File: config.mk
export PLATFORM = sky130hd
export DESIGN_NAME = monitor_ctrl
export DESIGN_NICKNAME = d
export VERILOG_FILES = /design/src/rtl/monitor_ctrl.v
export VERILOG_INCLUDE_DIRS = /design/src /design/src/rtl
export SDC_FILE = /design/constraint.sdc
export NUM_CORES = 1
export LEC_CHECK = 0
export BUFFER_PORTS_ARGS = -buffer_cell sky130_fd_sc_hd__buf_2
export CAP_MARGIN = 20
export CORE_ASPECT_RATIO = 0.5
export CORE_UTILIZATION = 55
export CTS_CLUSTER_DIAMETER = 50
export DETAILED_ROUTE_END_ITERATION = 10
export PLACE_DENSITY_LB_ADDON = 0.08
export SLEW_MARGIN = 10
export SYNTH_ARGS = -nofsm -noshare
export SYNTH_HDL_FRONTEND = slang
export SYNTH_SLANG_ARGS = --single-unit
File: constraint.sdc
create_clock -name i_clk -period 2.6 [get_ports i_clk]
set_clock_uncertainty 0.1 [all_clocks]
set_input_delay 0.52 -clock i_clk [delete_from_list [all_inputs] [get_ports i_clk]]
set_output_delay 0.52 -clock i_clk [all_outputs]
set_load 0.005 [all_outputs]
File: src/rtl/monitor_ctrl_defines.vh
`ifndef MONITOR_CTRL_DEFINES_VH
`define MONITOR_CTRL_DEFINES_VH

// Register offsets
`define ADDR_CONFIG        8'h00
`define ADDR_STATUS_FIRST  8'h01
`define ADDR_STATUS_SECOND 8'h02
`define ADDR_MASK_FIRST    8'h03
`define ADDR_MASK_SECOND   8'h04
`define ADDR_FAN_DIVISOR   8'h05

// Reset values
`define RST_CONFIG         8'h08
`define RST_MASK           8'h00
`define RST_STATUS         8'h00
`define RST_FAN_DIVISOR    8'h14

// Configuration fields
`define CFG_START          0
`define CFG_INT_EN         1
`define CFG_INT_POL        2
`define CFG_INT_CLEAR      3
`define CFG_RESET_OUT      4
`define CFG_INTRUSION_CLR  5
`define CFG_GPO            6
`define CFG_RESTORE        7

// Status 2 fields
`define ST2_HOT            0
`define ST2_BOARD_TEMP     1
`define ST2_FAN1           2
`define ST2_FAN2           3
`define ST2_INTRUSION      4
`define ST2_OVERTEMP       5
`define ST2_EVENT_MASK     8'h3f

// Mask 2 mode fields
`define MSK2_INT_MODE      6
`define MSK2_OS_MODE       7

// Fan divisor pin-mode fields
`define FAN_OS_EN          6
`define FAN_RST_EN         7

// Bus slave address upper nibble
`define SLAVE_ADDR_HI      4'h5

// Timing, figures in their own units
`define CLK_FREQ_HZ        100000000
`define INTRUSION_CLR_MS   10
`define RESET_PULSE_US     10

`endif

File: src/rtl/monitor_ctrl.v
// Function
// - Config bit 0 starts or halts monitoring
// - Config bit 1 enables interrupt output
// - Config bit 2 selects interrupt polarity/drive
// - Config bit 3 deasserts interrupt, pauses monitoring
// - Config bit 4 pulses reset-out when enabled
// - Config bit 5 pulls intrusion low 10ms
// - Config bit 6 drives general output low
// - Config bit 7 restores defaults, self-clears
// - Config at 00h, reset value 08h
// - Status1 bits 0-6 flag channel limits
// - Status1 bit 7 flags low chained input
// - Status2 bit 1 flags board-temp interrupt
// - Status2 bits 2,3 flag fan limits
// - Status2 bit 4 flags intrusion high
// - Status2 bit 0 hot temp, mode mask2.6
// - Status2 bit 5 overtemp, mode mask2.7
// - Status2 bits 6,7 reserved, read zero
// - Mask1 bits block status1 bits, reset 00h
// - Mask2 bits 0-5 block status2 bits
// - Mask2 bit 6 selects default/one-time mode
// - Mask2 bit 7 selects comparator/one-time mode
// - Mask2 at 04h, reset value 00h
// - Status read returns, clears, drops interrupt
// - External inputs raise interrupt when enabled
// - Answer only slave address 0101 plus pins
`timescale 1ns/1ps
`default_nettype none
`include "monitor_ctrl_defines.vh"

module monitor_ctrl #(
  parameter INTRUSION_CLR_CYCLES = (`CLK_FREQ_HZ / 1000) * `INTRUSION_CLR_MS,
  parameter RESET_PULSE_CYCLES   = (`CLK_FREQ_HZ / 1000000) * `RESET_PULSE_US
) (
  // Clock and reset
  input  wire        i_clk,
  input  wire        i_rstn,
  // Serial bus pins
  input  wire        i_scl,
  input  wire        i_sda,
  output reg         o_sda_oe,
  input  wire [2:0]  i_addr_pins,
  // Monitoring events, one-cycle or level from monitor logic
  input  wire [6:0]  i_channel_limit,
  input  wire        i_hot_limit,
  input  wire [1:0]  i_fan_limit,
  input  wire        i_overtemp_limit,
  // External interrupt pins
  input  wire        i_chain_irq_n,
  input  wire        i_board_temp_irq_input,
  input  wire        i_intrusion_input,
  // Pin drives
  output reg         o_intrusion_oe,
  output reg         o_irq_out,
  output reg         o_irq_oe,
  output reg         o_reset_out_n,
  output reg         o_general_output_pin_oe,
  output reg         o_monitor_run
);

  localparam ST_IDLE = 3'd0;
  localparam ST_ADDR = 3'd1;
  localparam ST_ACK  = 3'd2;
  localparam ST_RX   = 3'd3;
  localparam ST_TX   = 3'd4;
  localparam ST_TACK = 3'd5;
  localparam ST_SKIP = 3'd6;

  // Two-stage synchronisers for every pin
  // Reset levels match each pin's idle level, so no false edge follows reset
  reg [4:0] sync1_reg;
  reg [4:0] sync2_reg;
  reg [2:0] addr1_reg;
  reg [2:0] addr2_reg;
  always @(posedge i_clk or negedge i_rstn) begin
    if (!i_rstn) begin
      sync1_reg <= 5'h1e;
      sync2_reg <= 5'h1e;
      addr1_reg <= 3'h0;
      addr2_reg <= 3'h0;
    end else begin
      sync1_reg <= {i_scl, i_sda, i_chain_irq_n, i_board_temp_irq_input,
                    i_intrusion_input};
      sync2_reg <= sync1_reg;
      addr1_reg <= i_addr_pins;
      addr2_reg <= addr1_reg;
    end
  end
  wire scl_s   = sync2_reg[4];
  wire sda_s   = sync2_reg[3];
  wire chain_s = sync2_reg[2];
  wire btemp_s = sync2_reg[1];
  wire intr_s  = sync2_reg[0];

  reg scl_d_reg;
  reg sda_d_reg;
  always @(posedge i_clk or negedge i_rstn) begin
    if (!i_rstn) begin
      scl_d_reg <= 1'b1;
      sda_d_reg <= 1'b1;
    end else begin
      scl_d_reg <= scl_s;
      sda_d_reg <= sda_s;
    end
  end
  wire scl_rise = scl_s & ~scl_d_reg;
  wire scl_fall = ~scl_s & scl_d_reg;
  wire bus_start = scl_s & scl_d_reg & ~sda_s & sda_d_reg;
  wire bus_stop  = scl_s & scl_d_reg & sda_s & ~sda_d_reg;

  // Registers
  reg [7:0] config_reg;
  reg [7:0] status1_reg;
  reg [7:0] status2_reg;
  reg [7:0] mask1_reg;
  reg [7:0] mask2_reg;
  reg [7:0] fan_div_reg;
  reg [7:0] ptr_reg;

  // Serial slave state
  reg [2:0] state_reg;
  reg [3:0] bit_cnt_reg;
  reg [7:0] shift_reg;
  reg       rw_reg;
  reg       ptr_phase_reg;
  reg       wr_pulse_reg;
  reg [7:0] wr_data_reg;
  reg       rd_pulse_reg;
  reg [7:0] rd_addr_reg;

  reg [7:0] rd_mux;
  always @* begin
    case (ptr_reg)
      `ADDR_CONFIG:        rd_mux = config_reg;
      `ADDR_STATUS_FIRST:  rd_mux = status1_reg;
      `ADDR_STATUS_SECOND: rd_mux = status2_reg & `ST2_EVENT_MASK;
      `ADDR_MASK_FIRST:    rd_mux = mask1_reg;
      `ADDR_MASK_SECOND:   rd_mux = mask2_reg;
      `ADDR_FAN_DIVISOR:   rd_mux = fan_div_reg;
      default:             rd_mux = 8'h00;
    endcase
  end

  always @(posedge i_clk or negedge i_rstn) begin
    if (!i_rstn) begin
      state_reg     <= ST_IDLE;
      bit_cnt_reg   <= 4'h0;
      shift_reg     <= 8'h00;
      rw_reg        <= 1'b0;
      ptr_phase_reg <= 1'b0;
      wr_pulse_reg  <= 1'b0;
      wr_data_reg   <= 8'h00;
      rd_pulse_reg  <= 1'b0;
      rd_addr_reg   <= 8'h00;
      ptr_reg       <= 8'h00;
      o_sda_oe      <= 1'b0;
    end else begin
      wr_pulse_reg <= 1'b0;
      rd_pulse_reg <= 1'b0;
      if (bus_start) begin
        state_reg   <= ST_ADDR;
        bit_cnt_reg <= 4'h0;
        o_sda_oe    <= 1'b0;
      end else if (bus_stop) begin
        state_reg <= ST_IDLE;
        o_sda_oe  <= 1'b0;
      end else begin
        case (state_reg)
          ST_IDLE: begin
            o_sda_oe <= 1'b0;
          end
          ST_ADDR: begin
            if (scl_rise) begin
              shift_reg   <= {shift_reg[6:0], sda_s};
              bit_cnt_reg <= bit_cnt_reg + 4'h1;
            end else if (scl_fall && bit_cnt_reg == 4'h8) begin
              // Only our own address is acknowledged
              if (shift_reg[7:1] == {`SLAVE_ADDR_HI, addr2_reg}) begin
                rw_reg        <= shift_reg[0];
                ptr_phase_reg <= ~shift_reg[0];
                o_sda_oe      <= 1'b1;
                state_reg     <= ST_ACK;
              end else begin
                state_reg <= ST_IDLE;
              end
            end
          end
          ST_ACK: begin
            if (scl_fall) begin
              bit_cnt_reg <= 4'h0;
              if (rw_reg) begin
                shift_reg   <= rd_mux;
                o_sda_oe    <= ~rd_mux[7];
                rd_addr_reg <= ptr_reg;
                rd_pulse_reg <= 1'b1;
                state_reg   <= ST_TX;
              end else begin
                o_sda_oe  <= 1'b0;
                state_reg <= ST_RX;
              end
            end
          end
          ST_RX: begin
            if (scl_rise) begin
              shift_reg   <= {shift_reg[6:0], sda_s};
              bit_cnt_reg <= bit_cnt_reg + 4'h1;
            end else if (scl_fall && bit_cnt_reg == 4'h8) begin
              o_sda_oe <= 1'b1;
              state_reg <= ST_ACK;
              if (ptr_phase_reg) begin
                ptr_reg       <= shift_reg;
                ptr_phase_reg <= 1'b0;
              end else begin
                wr_pulse_reg <= 1'b1;
                wr_data_reg  <= shift_reg;
              end
            end
          end
          ST_TX: begin
            if (scl_fall) begin
              bit_cnt_reg <= bit_cnt_reg + 4'h1;
              if (bit_cnt_reg == 4'h7) begin
                o_sda_oe  <= 1'b0;
                state_reg <= ST_TACK;
              end else begin
                o_sda_oe  <= ~shift_reg[6];
                shift_reg <= {shift_reg[6:0], 1'b0};
              end
            end
          end
          ST_TACK: begin
            // A master nack ends the read
            if (scl_rise) begin
              state_reg <= sda_s ? ST_SKIP : ST_ACK;
            end
          end
          default: begin
            o_sda_oe <= 1'b0;
          end
        endcase
      end
    end
  end

  // Event sources; monitor events count only while monitoring runs
  wire run = config_reg[`CFG_START] & ~config_reg[`CFG_INT_CLEAR];
  reg  chain_d_reg;
  reg  btemp_d_reg;
  reg  intr_d_reg;
  reg  hot_d_reg;
  reg  os_d_reg;
  always @(posedge i_clk or negedge i_rstn) begin
    if (!i_rstn) begin
      chain_d_reg <= 1'b1;
      btemp_d_reg <= 1'b1;
      intr_d_reg  <= 1'b0;
      hot_d_reg   <= 1'b0;
      os_d_reg    <= 1'b0;
    end else begin
      chain_d_reg <= chain_s;
      btemp_d_reg <= btemp_s;
      intr_d_reg  <= intr_s;
      hot_d_reg   <= i_hot_limit;
      os_d_reg    <= i_overtemp_limit;
    end
  end

  // One-time mode sets on the rising edge only; default mode re-sets on level
  wire hot_ev = run & (mask2_reg[`MSK2_INT_MODE] ? (i_hot_limit & ~hot_d_reg)
                                                 : i_hot_limit);
  wire os_ev  = run & (mask2_reg[`MSK2_OS_MODE] ? (i_overtemp_limit & ~os_d_reg)
                                                : i_overtemp_limit);
  wire [7:0] set1 = {~chain_s & chain_d_reg,
                     i_channel_limit & {7{run}}};
  wire [7:0] set2 = {2'b00,
                     os_ev,
                     intr_s & ~intr_d_reg,
                     i_fan_limit & {2{run}},
                     ~btemp_s & btemp_d_reg,
                     hot_ev};

  wire clr1 = rd_pulse_reg & (rd_addr_reg == `ADDR_STATUS_FIRST);
  wire clr2 = rd_pulse_reg & (rd_addr_reg == `ADDR_STATUS_SECOND);
  wire wr_cfg = wr_pulse_reg & (ptr_reg == `ADDR_CONFIG);
  wire restore = wr_cfg & wr_data_reg[`CFG_RESTORE];

  // Self-clearing timers
  reg [31:0] intr_cnt_reg;
  reg [31:0] rst_cnt_reg;
  wire rst_allowed = fan_div_reg[`FAN_RST_EN] & ~fan_div_reg[`FAN_OS_EN];

  always @(posedge i_clk or negedge i_rstn) begin
    if (!i_rstn) begin
      config_reg   <= `RST_CONFIG;
      status1_reg  <= `RST_STATUS;
      status2_reg  <= `RST_STATUS;
      mask1_reg    <= `RST_MASK;
      mask2_reg    <= `RST_MASK;
      fan_div_reg  <= `RST_FAN_DIVISOR;
      intr_cnt_reg <= 32'h0;
      rst_cnt_reg  <= 32'h0;
    end else if (restore) begin
      // Restore bit itself is never stored, so it reads back as zero
      config_reg   <= `RST_CONFIG;
      status1_reg  <= `RST_STATUS;
      status2_reg  <= `RST_STATUS;
      mask1_reg    <= `RST_MASK;
      mask2_reg    <= `RST_MASK;
      fan_div_reg  <= `RST_FAN_DIVISOR;
      intr_cnt_reg <= 32'h0;
      rst_cnt_reg  <= 32'h0;
    end else begin
      // Set wins over the read clear
      status1_reg <= (clr1 ? 8'h00 : status1_reg) | set1;
      status2_reg <= (clr2 ? 8'h00 : status2_reg) | set2;
      if (wr_pulse_reg && ptr_reg == `ADDR_MASK_FIRST)
        mask1_reg <= wr_data_reg;
      if (wr_pulse_reg && ptr_reg == `ADDR_MASK_SECOND)
        mask2_reg <= wr_data_reg;
      if (wr_pulse_reg && ptr_reg == `ADDR_FAN_DIVISOR)
        fan_div_reg <= wr_data_reg;
      if (wr_cfg) begin
        config_reg <= {1'b0, wr_data_reg[6:4] & {1'b1, 1'b1, rst_allowed},
                       wr_data_reg[3:0]};
        intr_cnt_reg <= wr_data_reg[`CFG_INTRUSION_CLR] ? 32'h0 : intr_cnt_reg;
        rst_cnt_reg  <= wr_data_reg[`CFG_RESET_OUT] ? 32'h0 : rst_cnt_reg;
      end else begin
        if (config_reg[`CFG_INTRUSION_CLR]) begin
          if (intr_cnt_reg == INTRUSION_CLR_CYCLES - 1)
            config_reg[`CFG_INTRUSION_CLR] <= 1'b0;
          else
            intr_cnt_reg <= intr_cnt_reg + 32'h1;
        end
        if (config_reg[`CFG_RESET_OUT]) begin
          if (rst_cnt_reg == RESET_PULSE_CYCLES - 1)
            config_reg[`CFG_RESET_OUT] <= 1'b0;
          else
            rst_cnt_reg <= rst_cnt_reg + 32'h1;
        end
      end
    end
  end

  // Interrupt and pin outputs, all registered
  wire pend = |(status1_reg & ~mask1_reg) |
              |(status2_reg & `ST2_EVENT_MASK & ~mask2_reg);
  wire irq_active = config_reg[`CFG_INT_EN] & ~config_reg[`CFG_INT_CLEAR] & pend
                    & ~clr1 & ~clr2;
  always @(posedge i_clk or negedge i_rstn) begin
    if (!i_rstn) begin
      o_irq_out               <= 1'b0;
      o_irq_oe                <= 1'b0;
      o_intrusion_oe          <= 1'b0;
      o_reset_out_n           <= 1'b1;
      o_general_output_pin_oe <= 1'b0;
      o_monitor_run           <= 1'b0;
    end else begin
      // High polarity drives high when active; low polarity pulls low when active
      o_irq_out               <= config_reg[`CFG_INT_POL];
      o_irq_oe                <= irq_active;
      o_intrusion_oe          <= config_reg[`CFG_INTRUSION_CLR];
      o_reset_out_n           <= ~config_reg[`CFG_RESET_OUT];
      o_general_output_pin_oe <= config_reg[`CFG_GPO];
      o_monitor_run           <= run;
    end
  end

endmodule // monitor_ctrl

`default_nettype wire

==> impl.org, run 1 <==
** Timing
- Setup violations remaining at the end of the flow were counted as 0.
- Setup repair after global routing left no endpoint under its margin.
- Transition time at the pin with the least slew margin :: 898 ps
- In the post-route analysis, the smallest setup slack over all paths is 254 ps.
- Peak Freq :: 426 MHz
- Number of hold-slack violations in the final timing report :: 0
- Measured against its own limit, the worst slew margin works out to approximately 40%.
- Max Transition Viols Final :: 0
- Final Cycle Share :: between 90% and 100%
- Final hold slack :: 77.6 ps
- Counting I/O delays and the setup requirement, the final critical path takes 2350 ps.
- Total Negative Setup Slacks :: 0 ps

** Yosys
- The share of synthesized area in the top cell type comes to 46.4%.
- The synthesized design spends more area on one cell type than any other, namely sky130_fd_sc_hd__dfrtp_1.
- Dominant cells by area after synthesis :: sky130_fd_sc_hd__dfrtp_1 46%, sky130_fd_sc_hd__dfstp_2 4.7%, sky130_fd_sc_hd__mux2i_1 3.9%, sky130_fd_sc_hd__nor2_1 3.7%, sky130_fd_sc_hd__mux2_2 3.3%
- Among all flip-flop cells after synthesis, the most frequent one is sky130_fd_sc_hd__dfrtp_1.
- A synthesized cell averages 10.1 um^2.
- EDFF count, synth :: 0
- The Yosys step of the flow raised 0 warnings.
- Syn Std Cell Area :: 0.00896 mm^2
- The share of the Yosys chip area taken by registers is between 50 and 60%.
- Of all flip-flops after synthesis, the portion carrying an async set or reset was 100%.
- Net count after synthesis :: 916
- Most frequently used cell type in the post-synthesis netlist :: sky130_fd_sc_hd__dfrtp_1
- Count of mapped cells out of synthesis :: 890
- The synthesized netlist contains 67 unique library cells.
- The synthesized design contains 182 register bits.
- Sorting the synthesized cells by how often they occur yields 166 x sky130_fd_sc_hd__dfrtp_1, 88 x sky130_fd_sc_hd__nor2_1, 61 x sky130_fd_sc_hd__nand2_1.

** Place
- DP HPWL :: approximately 15000 um
- Placed Cells incl. Taps :: 1141
- The count of buffers added on input and output ports is 27.
- At the end of routability-driven placement, the weighted congestion stood at 0.910.
- Timing analysis after detailed placement gives a worst setup slack of 279 ps.

** Power and ir drop
- The design draws ~5800 uW.
- In this run the power spent charging and discharging nets is 1470 uW.
- The share of total power dissipated in combinational logic is 3.8%.
- In this run switching power makes up 25.5% of total power.
- Power share of the sequential group :: 51.1%
- Pwr/cell area :: roughly 570 mW/mm^2
- The internal power of the cells totals 4290 uW.
- Proportion of power drawn by the clock network :: 45.0%
- Leakage power total :: approximately 0.0045 uW
- Max IR drop VDD :: 496 uV

** Setup path
- The worst register-to-register path begins at ptr_reg[5].
- Among cell families on the critical path, the largest total delay comes from simple AND/OR/NAND/NOR gates.
- The worst setup path is captured at a flip-flop.
- Crit-path max cell delay :: 630 ps
- Count of buffering cells on the critical path with inverters included :: 0
- CP Data Required Time :: 2820 ps
- Critical setup path kind :: flip-flop to flip-flop
- Among all stages on the critical path, the largest delay is contributed by sky130_fd_sc_hd__or4_1.
- Worst r2r path cells :: 5
- For flop-to-flop paths, the worst setup slack is 250 ps.
- The critical path goes through or4_1, nor3_1, o21ai_1, o211ai_1, o31ai_1.
- At the worst endpoint, the arrival time is between 2000 and 3000 ps.
- CP startpoint kind :: flip-flop
- Capture point of the worst reg-to-reg path :: rst_cnt_reg[5]
- Along the worst path, the maximum fanout reaches 7.

** Drt
- For this block, the routed nets add up to 21500 um of wire.
- Vias per Instance :: 6.22
- DR WL/cell :: 18.3 um
- Detailed router's first-iteration violation count :: 596
- ANT nets after route :: 0
- Total vias in the final route :: approximately 7300
- The first TritonRoute pass finished after 5 iterations.
- In the routed design, unresolved DRC markers number 0.

** CTS
- CTS placed an instance of sky130_fd_sc_hd__clkbuf_16 at the clock tree root.
- After clock tree synthesis, the clock-pin slew on the worst setup and hold paths is 80 ps.
- The later pin in the worst-skew pair is clocked with a latency of 430 ps.
- The clock passes through at most 2 buffers.
- CTS built an H-tree with a depth of 4.
- Total clock sinks :: 182
- Clock tree from TritonCTS :: built
- The number of clock buffers added by TritonCTS is 17.
- Gates resized during post-CTS repair numbered 0.

** Min path
- The worst hold path belongs to the class primary input to flip-flop.
- Counting instances, the worst hold path has a depth of 1.
- The startpoint identified for the worst hold timing path is i_board_temp_irq_input.
- Hold endpoint :: sync1_reg[1]

** Floorplanning
- Total Die Area :: 0.0168 mm^2
- Die Wd :: 182 um
- I/O pin total :: 28
- Core Footprint :: between 0.015 and 0.02 mm^2
- The initial utilization of the core area, before any placement, comes to 57.2%.
- Measured along the y axis, the die boundary spans 92.2 um.
- The floorplan has 32 rows.

** Job
- Total of max-cap violations :: 0

** Global route
- Entering global routing, the biggest net connects 59 pins.
- The via count of the first global-routing pass is 6812.
- The first global-routing pass estimated approximately 36000 um of wire.
- Number of antenna violations at the first check in global routing :: 0
- For this run the aggregate overflow at the end of global routing stands at 0.
- Global routing used 27.1% of the available tracks.

** Layout
- In the final layout, the share of cells above drive strength 1 is 16.2%.
- Number of fill cells :: around 1300
- Final standard cell count with taps included and fillers excluded :: 1174
- In the final design database the tool counted 966 nets.
- Count of antenna diodes in the layout :: 0
- From synthesis to final layout, the design area changed by 13.6%.

** Run status
- Result of the run :: finished, final reports clean
==> power by group through the flow <==
| stage | clock network, uW | registers, uW | logic [uW] |
|---|---|---|---|
| after global routing | 2760 | 2950 | 249 |
| after global placement | 0 | 3000 | 216 |
| after CTS | 2630 | 2940 | 224 |
| after floorplan | 0 | 2970 | 107 |
| final | 2590 | 2950 | 220 |
| after detailed placement | 0 | 3000 | 222 |
==> per-layer routing <==
layer  global-route usage, %  vias to the layer above  part of all wire [%]
li1                        -                     3417                     -
met1                    40.9                     3610                    49
met2                    40.2                      252                    44
met3                    4.73                       24                   5.8
met4                    7.42                        0                   1.2
met5                       0                        -                     0
==> layout by cell type (no fill, tap or decap), types with 10 or more instances in the layout <==
master,instances
sky130_fd_sc_hd__a21oi_1,42
sky130_fd_sc_hd__a22oi_1,17
sky130_fd_sc_hd__and3_1,10
sky130_fd_sc_hd__buf_2,26
sky130_fd_sc_hd__buf_4,36
sky130_fd_sc_hd__clkbuf_16,17
sky130_fd_sc_hd__dfrtp_1,166
sky130_fd_sc_hd__dfstp_2,16
sky130_fd_sc_hd__inv_1,32
sky130_fd_sc_hd__mux2_2,26
sky130_fd_sc_hd__mux2i_1,35
sky130_fd_sc_hd__nand2_1,61
sky130_fd_sc_hd__nand3_1,46
sky130_fd_sc_hd__nand4_1,29
sky130_fd_sc_hd__nor2_1,88
sky130_fd_sc_hd__nor2b_1,12
sky130_fd_sc_hd__nor3_1,20
sky130_fd_sc_hd__nor4_1,12
sky130_fd_sc_hd__o211ai_1,12
sky130_fd_sc_hd__o21ai_0,39
sky130_fd_sc_hd__o22ai_1,11
sky130_fd_sc_hd__o31ai_1,15
sky130_fd_sc_hd__or3_1,15
sky130_fd_sc_hd__or4_1,22
sky130_fd_sc_hd__xor2_1,15
==> layout make-up <==
cell class	count	area, um^2	share of cell area (%)
Timing Repair Buffer	67	484	4.76
Tap cell	221	277	2.72
Clock buffer	18	439	4.31
Sequential cell	182	4570	44.9
Multi-Input combinational cell	640	4120	40.5
Clock inverter	14	163	1.60
Inverter	32	120	1.18
==> how the worst max path moves through the flow <==
| stage | start | endpoint | slack (ps) | cells after the start |
|---|---|---|---|---|
| floorplan | state_reg[1] | state_reg[0] | 350 | 7 |
| detailed placement | intr_cnt_reg[16] | intr_cnt_reg[29] | 280 | 5 |
| CTS | intr_cnt_reg[16] | intr_cnt_reg[29] | 270 | 5 |
| finish | ptr_reg[5] | rst_cnt_reg[5] | 250 | 5 |
| global placement | intr_cnt_reg[6] | intr_cnt_reg[0] | 330 | 6 |
| global route | state_reg[2] | shift_reg[6] | 8 | 5 |
==> cell families after synthesis <==
logic type               synth area share (%)
multiplexers                             7.43
buffers and inverters                    3.07
AO/OA/AOI/OAI                            13.0
AND/OR/NAND/NOR                          22.4
flip-flops                               51.1
XOR/XNOR                                 2.35
adder cells (fa/ha/maj)                 0.698
==> worst reg2reg max path: stages (launching register included) <==
cell and delay, ps:
sky130_fd_sc_hd__dfrtp_1 430, sky130_fd_sc_hd__or4_1 630, sky130_fd_sc_hd__nor3_1 450, sky130_fd_sc_hd__o21ai_1 330, sky130_fd_sc_hd__o211ai_1 200, sky130_fd_sc_hd__o31ai_1 100
==> stage by stage <==
stage,area [um^2],util [%]
2_1_floorplan,8960,-
3_3_place_gp,9570,61.1
3_5_place_dp,9570,61.1
4_1_cts,10200,65.0
5_1_grt,10200,65.0
6_report,10200,65.0
==> what timing repair did <==
| item | in CTS | in global routing |
|---|---|---|
| hold buffers | 1 | 0 |
| buffers inserted | 0 | 0 |
| endpoints found under the hold margin | 47 | 0 |
Power figures use the tool's default switching activity.
==> inputs of run 2 (changes only) <==
--- a/config.mk
+++ b/config.mk
@@ -6,12 +6,12 @@
 export SDC_FILE = /design/constraint.sdc
 export NUM_CORES = 1
 export LEC_CHECK = 0
-export BUFFER_PORTS_ARGS = -buffer_cell sky130_fd_sc_hd__buf_2
 export CAP_MARGIN = 20
 export CORE_ASPECT_RATIO = 0.5
 export CORE_UTILIZATION = 55
 export CTS_CLUSTER_DIAMETER = 50
 export DETAILED_ROUTE_END_ITERATION = 10
+export DONT_BUFFER_PORTS = 1
 export PLACE_DENSITY_LB_ADDON = 0.08
 export SLEW_MARGIN = 10
 export SYNTH_ARGS = -nofsm -noshare
==> run 2 against run 1 <==
Net effect:
- the run now ends with hold timing left
- first-iteration DRC count up 4.7%
- largest cell class unchanged
- maximum frequency fell by 1.7%
- sequential power barely moved
- critical path type unchanged
- total power decreased by 2.3%
==> impl.org, run 2 (synthesized netlist as in run 1, its figures left out) <==
** Run status
- Result of the run :: finished, violations left
- The checks that failed: hold timing.

** Drt
- The first detailed-routing pass ran for 5 iterations.
- The detail route stage leaves a number of antenna-violating nets equal to 0.
- Detailed router's first-iteration violation count :: ~620
- DR WL/cell :: 18.3 um
- The routed design has 21100 um of wire.
- Vias per Instance :: 6.18
- Count of unresolved DRC violations after routing :: 0
- Total vias in the final route :: 7118

** Timing
- Final worst path period need :: 2390 ps
- Setup repair after global routing left no endpoint under its margin.
- PnR worst setup slack :: approximately 210 ps
- Worst max-slew margin expressed relative to the limit :: between 30% and 40%
- Dividing the final minimum period by the clock period gives 91.8%.
- Final hold slack :: -322 ps
- Transition time at the pin with the least slew margin :: 985 ps
- Setup violations, final :: 0
- The count of final hold-check violations is 168.
- For this run, the top clock speed supported by timing is 419 MHz.
- The number of max-slew violations in the final report was 0.
- For the final routed database, the setup TNS stands at 0 ps.

** Setup path
- For the worst setup path, the data arrival time is between 2000 and 3000 ps.
- The worst setup path is captured at a flip-flop.
- CP Data Required Time :: 2850 ps
- Critical setup path kind :: flip-flop to flip-flop
- Along the worst path, the maximum fanout reaches 16.
- CP startpoint kind :: flip-flop

** CTS
- Master cell of the clock root buffer :: sky130_fd_sc_hd__clkbuf_16
- The clock passes through at most 2 buffers.
- After clock tree synthesis, the clock-pin slew on the worst setup and hold paths is 80 ps.
- Clock insertion delay at the later pin of the skew report :: 440 ps
- CTS built an H-tree with a depth of 4.
- Total clock sinks :: 182
- Clock buffer count from CTS :: 17
- After clock tree synthesis, the setup repair step added 0 buffers.
- TritonCTS built the clock tree.

** Layout
- Fill cells in the final layout number about 1300.
- Commonest non-fill, non-tap cells in the layout :: 166 x sky130_fd_sc_hd__dfrtp_1, 88 x sky130_fd_sc_hd__nor2_1, 61 x sky130_fd_sc_hd__nand2_1
- Synthesis-to-finish area growth :: 12.1%
- Once layout is complete, the cells apart from fillers number 1151.
- Combined area of the multi-input logic cells :: 0.00412 mm^2
- Count of antenna diodes in the layout :: 0
- FF/Latch Area :: 0.00457 mm^2
- Cells fill 64.2% of the core in the end.
- Share of layout cells above drive strength 1 :: 13.1%
- Most frequent standard cell in the layout excluding fill and tap cells :: sky130_fd_sc_hd__dfrtp_1
- At the end of the flow, the number of nets in the layout was 943.

** Global route
- The initial antenna violation count was 0.
- The via count of the first global-routing pass was roughly 6800.
- Entering global routing, the biggest net connects 183 pins.
- Global routing consumed, over all layers together, 27.2% of the routing resources.
- Global-route wire length before repair :: 35800 um
- Total gr overflow :: 0

** Place
- During placement, the flow inserted port buffers numbering 0.
- The congestion estimate from routability-driven global placement came to 0.876.
- After detailed placement, the design holds a cell count of 1109.
- Post-place setup slack :: 149 ps
- Detailed placement finished with a half-perimeter wire length of 14100 um.

** Job
- Total of max-cap violations :: 0

** Power and ir drop
- In this run the static leakage power is between 0.004 and 0.005 uW.
- Pwr/cell area :: about 560 mW/mm^2
- Max IR drop VDD :: approximately 460 uV

** Floorplanning
- Die Wd :: 182 um
- I/O pin total :: 28
- Total Die Area :: 0.0168 mm^2
- The region available for standard cell placement spans 0.0157 mm^2.
- Die Ht :: 92.2 um
- Initial cell density of the core :: 57.2%
- In this run the core area contains 32 standard-cell rows.

** Min path
- Min-delay worst type :: primary input to async pin
## run 2: changes by cell type in the layout (fill, tap and decap cells not counted), moves of 2 or more
| cell | delta |
|---|---|
| sky130_fd_sc_hd__dlygate4sd3_1 | +9 |
| sky130_fd_sc_hd__buf_12 | -2 |
| sky130_fd_sc_hd__buf_4 | -3 |
| sky130_fd_sc_hd__inv_6 | +3 |
| sky130_fd_sc_hd__clkbuf_8 | -2 |
| sky130_fd_sc_hd__buf_2 | -26 |
## run 2: path summary, 6_finish.rpt
path                                          from               to  slack [ps]  cells past startpoint
worst max register to register        state_reg[2]     shift_reg[6]         210                      5
max in group asynchronous                   i_rstn     sync1_reg[2]        2360                      0
worst max-delay path                  state_reg[2]     shift_reg[6]         210                      5
worst min-delay path                        i_rstn  rst_cnt_reg[13]        -320                      0
min in group i_clk              i_channel_limit[5]   status1_reg[5]         160                      2
worst min register to register        addr1_reg[2]     addr2_reg[2]         250                      0
## run 2: layer usage
layer / global-route usage (%) / wire length [um] / up-vias
li1: - / - / 3359
met1: 40.7 / 10600 / 3545
met2: 40.4 / 9190 / 194
met3: 5.16 / 1070 / 20
met4: 6.72 / 209 / 0
met5: 0 / 0 / -
## run 2: worst max-delay path, stage by stage (launching register included)
cell	delay, ps
sky130_fd_sc_hd__dfrtp_1	640
sky130_fd_sc_hd__nor2b_1	340
sky130_fd_sc_hd__a21oi_1	100
sky130_fd_sc_hd__o21bai_1	780
sky130_fd_sc_hd__a221oi_1	140
sky130_fd_sc_hd__a21oi_1	200
## run 2: cell type report
cell class	instances	share of cell area (%)
inverter	32	1.20
clock buffer	17	4.24
multi-input combinational	640	41.0
timing repair buffer	44	3.66
sequential	182	45.5
tap	221	2.75
clock inverter	15	1.57
## run 2: power breakdown
group | switching, uW | leakage [uW] | internal (uW)
Clock | 1250 | 0.000281 | 1290
Sequential | 56.5 | 0.00244 | 2880
Combinational | 78.9 | 0.00163 | 70.1
## run 2: what timing repair did
| item | in CTS | in global routing |
|---|---|---|
| hold buffers | 7 | 3 |
| hold endpoints to repair | 189 | 185 |
| gates resized for setup | 0 | 1 |
| endpoints found under the setup margin | 0 | 1 |
## run 2: metrics by stage
step	hold WS (ps)	total power, uW	area, um^2
final	-322	5630	10000
after global placement	129	3120	9360
after floorplan	124	3080	8960
after detailed placement	131	3130	9360
after global routing	-341	5830	10000
after CTS	-334	5690	10000
==> inputs of run 3 (changes only) <==
==> constraint.sdc (replaced) <==
create_clock -name i_clk -period 2.8 [get_ports i_clk]
set_clock_uncertainty 0.1 [all_clocks]
set_input_delay 0.56 -clock i_clk [delete_from_list [all_inputs] [get_ports i_clk]]
set_output_delay 0.56 -clock i_clk [all_outputs]
set_load 0.005 [all_outputs]
==> run 3 against run 2 <==
Net effect:
- the run still ends with hold timing left
- combinational power down 14%
- wire length is 1.1% lower
- via count decreased by 0.70%
- cell count fell by 1.1%
- utilization down 0.57 points
- clock power decreased by 6%
- critical path type unchanged
==> impl.org, run 3 (synthesized netlist as in run 1, its figures left out) <==
** Run status
- The run finished, with violations left.
- Failing checks :: hold timing

** Timing
- RSZ-0062 raised after global routing :: no
- Number of hold-slack violations in the final timing report :: ~170
- Final hold slack :: -290 ps
- For the final routed database, the setup TNS stands at 0 ps.
- Worst max-slew margin expressed relative to the limit :: 34.1%
- At the pin with the least slew margin, the transition time is 987 ps.
- The worst path uses ~87% of the clock period.
- Final worst path period need :: 2440 ps
- Setup violations, final :: 0
- Max Transition Viols Final :: 0
- Peak Freq :: 410 MHz

** Floorplanning
- From bottom edge to top edge, the die measures 92.2 um.
- Total Die Area :: 0.0168 mm^2
- Total number of placement rows :: 32
- The total area inside the core boundary comes to 0.0157 mm^2.
- I/O pin total :: 28
- Die Wd :: roughly 180 um
- The initial utilization of the core area, before any placement, comes to 57.2%.

** Power and ir drop
- Pwr/cell area :: 528 mW/mm^2
- VDD sags by at most 430 uV.
- The analysis attributes to cell leakage a power of 0.00430 uW.
- Total power of the final layout :: 5260 uW

** CTS
- CTS clock-pin slew for the worst setup and hold paths :: ~90 ps
- Once the clock tree was built, the setup fixing pass inserted 0 buffers.
- Count of H-tree levels built during CTS :: 4
- Buffers inserted during clock tree synthesis total 17.
- TritonCTS built the clock tree.
- Clock Tree Buf Depth :: 2
- Total clock sinks :: 182
- The later pin in the worst-skew pair is clocked with a latency of 450 ps.
- The number of hold buffers added after CTS was 4.
- Post-cts repair resize count :: 0
- Master cell of the clock root buffer :: sky130_fd_sc_hd__clkbuf_16

** Global route
- Entering global routing, the biggest net connects ~180 pins.
- The via count of the first global-routing pass is 6723.
- The first global-routing pass estimated 35300 um of wire.
- Global routing used 26.9% of the available tracks.
- After global routing the overflow that remains totals 0.
- Number of antenna violations at the first check in global routing :: 0

** Setup path
- Along the worst path, the maximum fanout reaches 5.
- Kind of cell adding the most delay to the critical path :: compound AO/OA/AOI/OAI gates
- Critical setup path kind :: flip-flop to flip-flop
- Crit path DAT :: 2680 ps
- Crit-path max cell delay :: 690 ps
- CP startpoint kind :: flip-flop
- Walking the worst path, the cells encountered are ha_1, and3b_1, nor3b_1, nor2_1, o311ai_0, mux2_2.
- For the worst setup path, the data required time is ~3000 ps.
- Crit path capture type :: flip-flop
- Reg2Reg Setup Slack :: 360 ps
- Count of buffering cells on the critical path with inverters included :: 0
- The largest individual stage delay along the critical path comes from the cell sky130_fd_sc_hd__o311ai_0.

** Min path
- Min-delay worst type :: primary input to async pin

** Drt
- The first detailed-routing pass ran for 6 iterations.
- DR WL/cell :: 18.3 um
- Once detail routing completed, the nets flagged for antenna violations numbered 0.
- For this run, design rule violations remaining after detail routing come to 0.
- The detailed router placed ~7100 vias in this run.
- For this block, the routed nets add up to between 20000 and 25000 um of wire.
- After the first detailed-routing iteration, the DRC count stood at 560.
- Vias per Instance :: 6.21

** Layout
- Of the cells placed in the final design, the portion with a size suffix greater than 1 is between 10% and 20%.
- The library cell used most frequently in the layout, excluding fill and tap cells, is sky130_fd_sc_hd__dfrtp_1.
- Synthesis-to-finish area growth :: 11.1%
- Final net count :: 930
- Commonest non-fill, non-tap cells in the layout :: 166 x sky130_fd_sc_hd__dfrtp_1, 88 x sky130_fd_sc_hd__nor2_1, 61 x sky130_fd_sc_hd__nand2_1
- FF/Latch Area :: 0.00457 mm^2
- Number of fill cells :: 1279
- 0 antenna diodes ended up in the layout.
- Combined area of the multi-input logic cells :: 0.00412 mm^2

** Place
- DP HPWL :: 13900 um
- Number of I/O port buffers :: 0
- Final weighted congestion in routability-driven placement :: 0.879

** Job
- Total of max-cap violations :: 0
## run 3: changes by cell type in the layout (fill, tap and decap cells not counted)
| cell | delta |
|---|---|
| sky130_fd_sc_hd__o311ai_1 | -1 |
| sky130_fd_sc_hd__clkinv_2 | -1 |
| sky130_fd_sc_hd__clkinvlp_4 | -1 |
| sky130_fd_sc_hd__inv_6 | -2 |
| sky130_fd_sc_hd__clkinv_4 | +2 |
| sky130_fd_sc_hd__clkinv_8 | +2 |
| sky130_fd_sc_hd__buf_4 | -8 |
| sky130_fd_sc_hd__buf_6 | +1 |
| sky130_fd_sc_hd__dlygate4sd3_1 | -6 |
| sky130_fd_sc_hd__o311ai_0 | +1 |
## run 3: per-stage QoR
stage / cell area (um^2) / hold slack, ps / setup slack, ps / cells / util [%]
after floorplan: 8960 / 164 / 549 / 890 / -
after CTS: 9940 / -307 / 272 / 1137 / 63.5
final: 9960 / -290 / 362 / 1138 / 63.6
after detailed placement: 9300 / 171 / 322 / 1101 / 59.4
after global routing: 9960 / -309 / 201 / 1138 / 63.6
after global placement: 9300 / 168 / 378 / 1101 / 59.4
## run 3: layer usage
| metal | part of all wire (%) | vias to the layer above | track usage [%] | routed length [um] |
|---|---|---|---|---|
| met5 | 0 | - | 0 | 0 |
| met4 | 1.2 | 0 | 6.86 | 244 |
| met3 | 5.1 | 25 | 6.59 | 1070 |
| met2 | 44 | 191 | 37.9 | 9080 |
| met1 | 50 | 3523 | 40.9 | 10400 |
| li1 | - | 3329 | - | - |
## run 3: final timing paths
| path | start | end | cells past startpoint |
|---|---|---|---|
| min | i_rstn | rst_cnt_reg[21] | 0 |
| max reg2reg | bit_cnt_reg[0] | state_reg[2] | 6 |
| max | bit_cnt_reg[0] | state_reg[2] | 6 |
| max in group asynchronous | i_rstn | sda_d_reg | 0 |
| min in group i_clk | i_intrusion_input | sync1_reg[0] | 0 |
| min reg2reg | addr1_reg[0] | addr2_reg[0] | 0 |
## run 3: final cells by class
class | count | area share [%]
Tap cell | 221 | 2.78
Clock inverter | 15 | 1.78
Clock buffer | 17 | 4.27
Timing Repair Buffer | 31 | 2.60
Multi-Input combinational cell | 640 | 41.4
Sequential cell | 182 | 45.9
Inverter | 32 | 1.21
## run 3: power by group
part / total (uW) / internal, uW / switching, uW
clock network: 2400 / 1210 / 1190
registers: 2730 / 2680 / 51.8
logic: 128 / 61.1 / 66.9
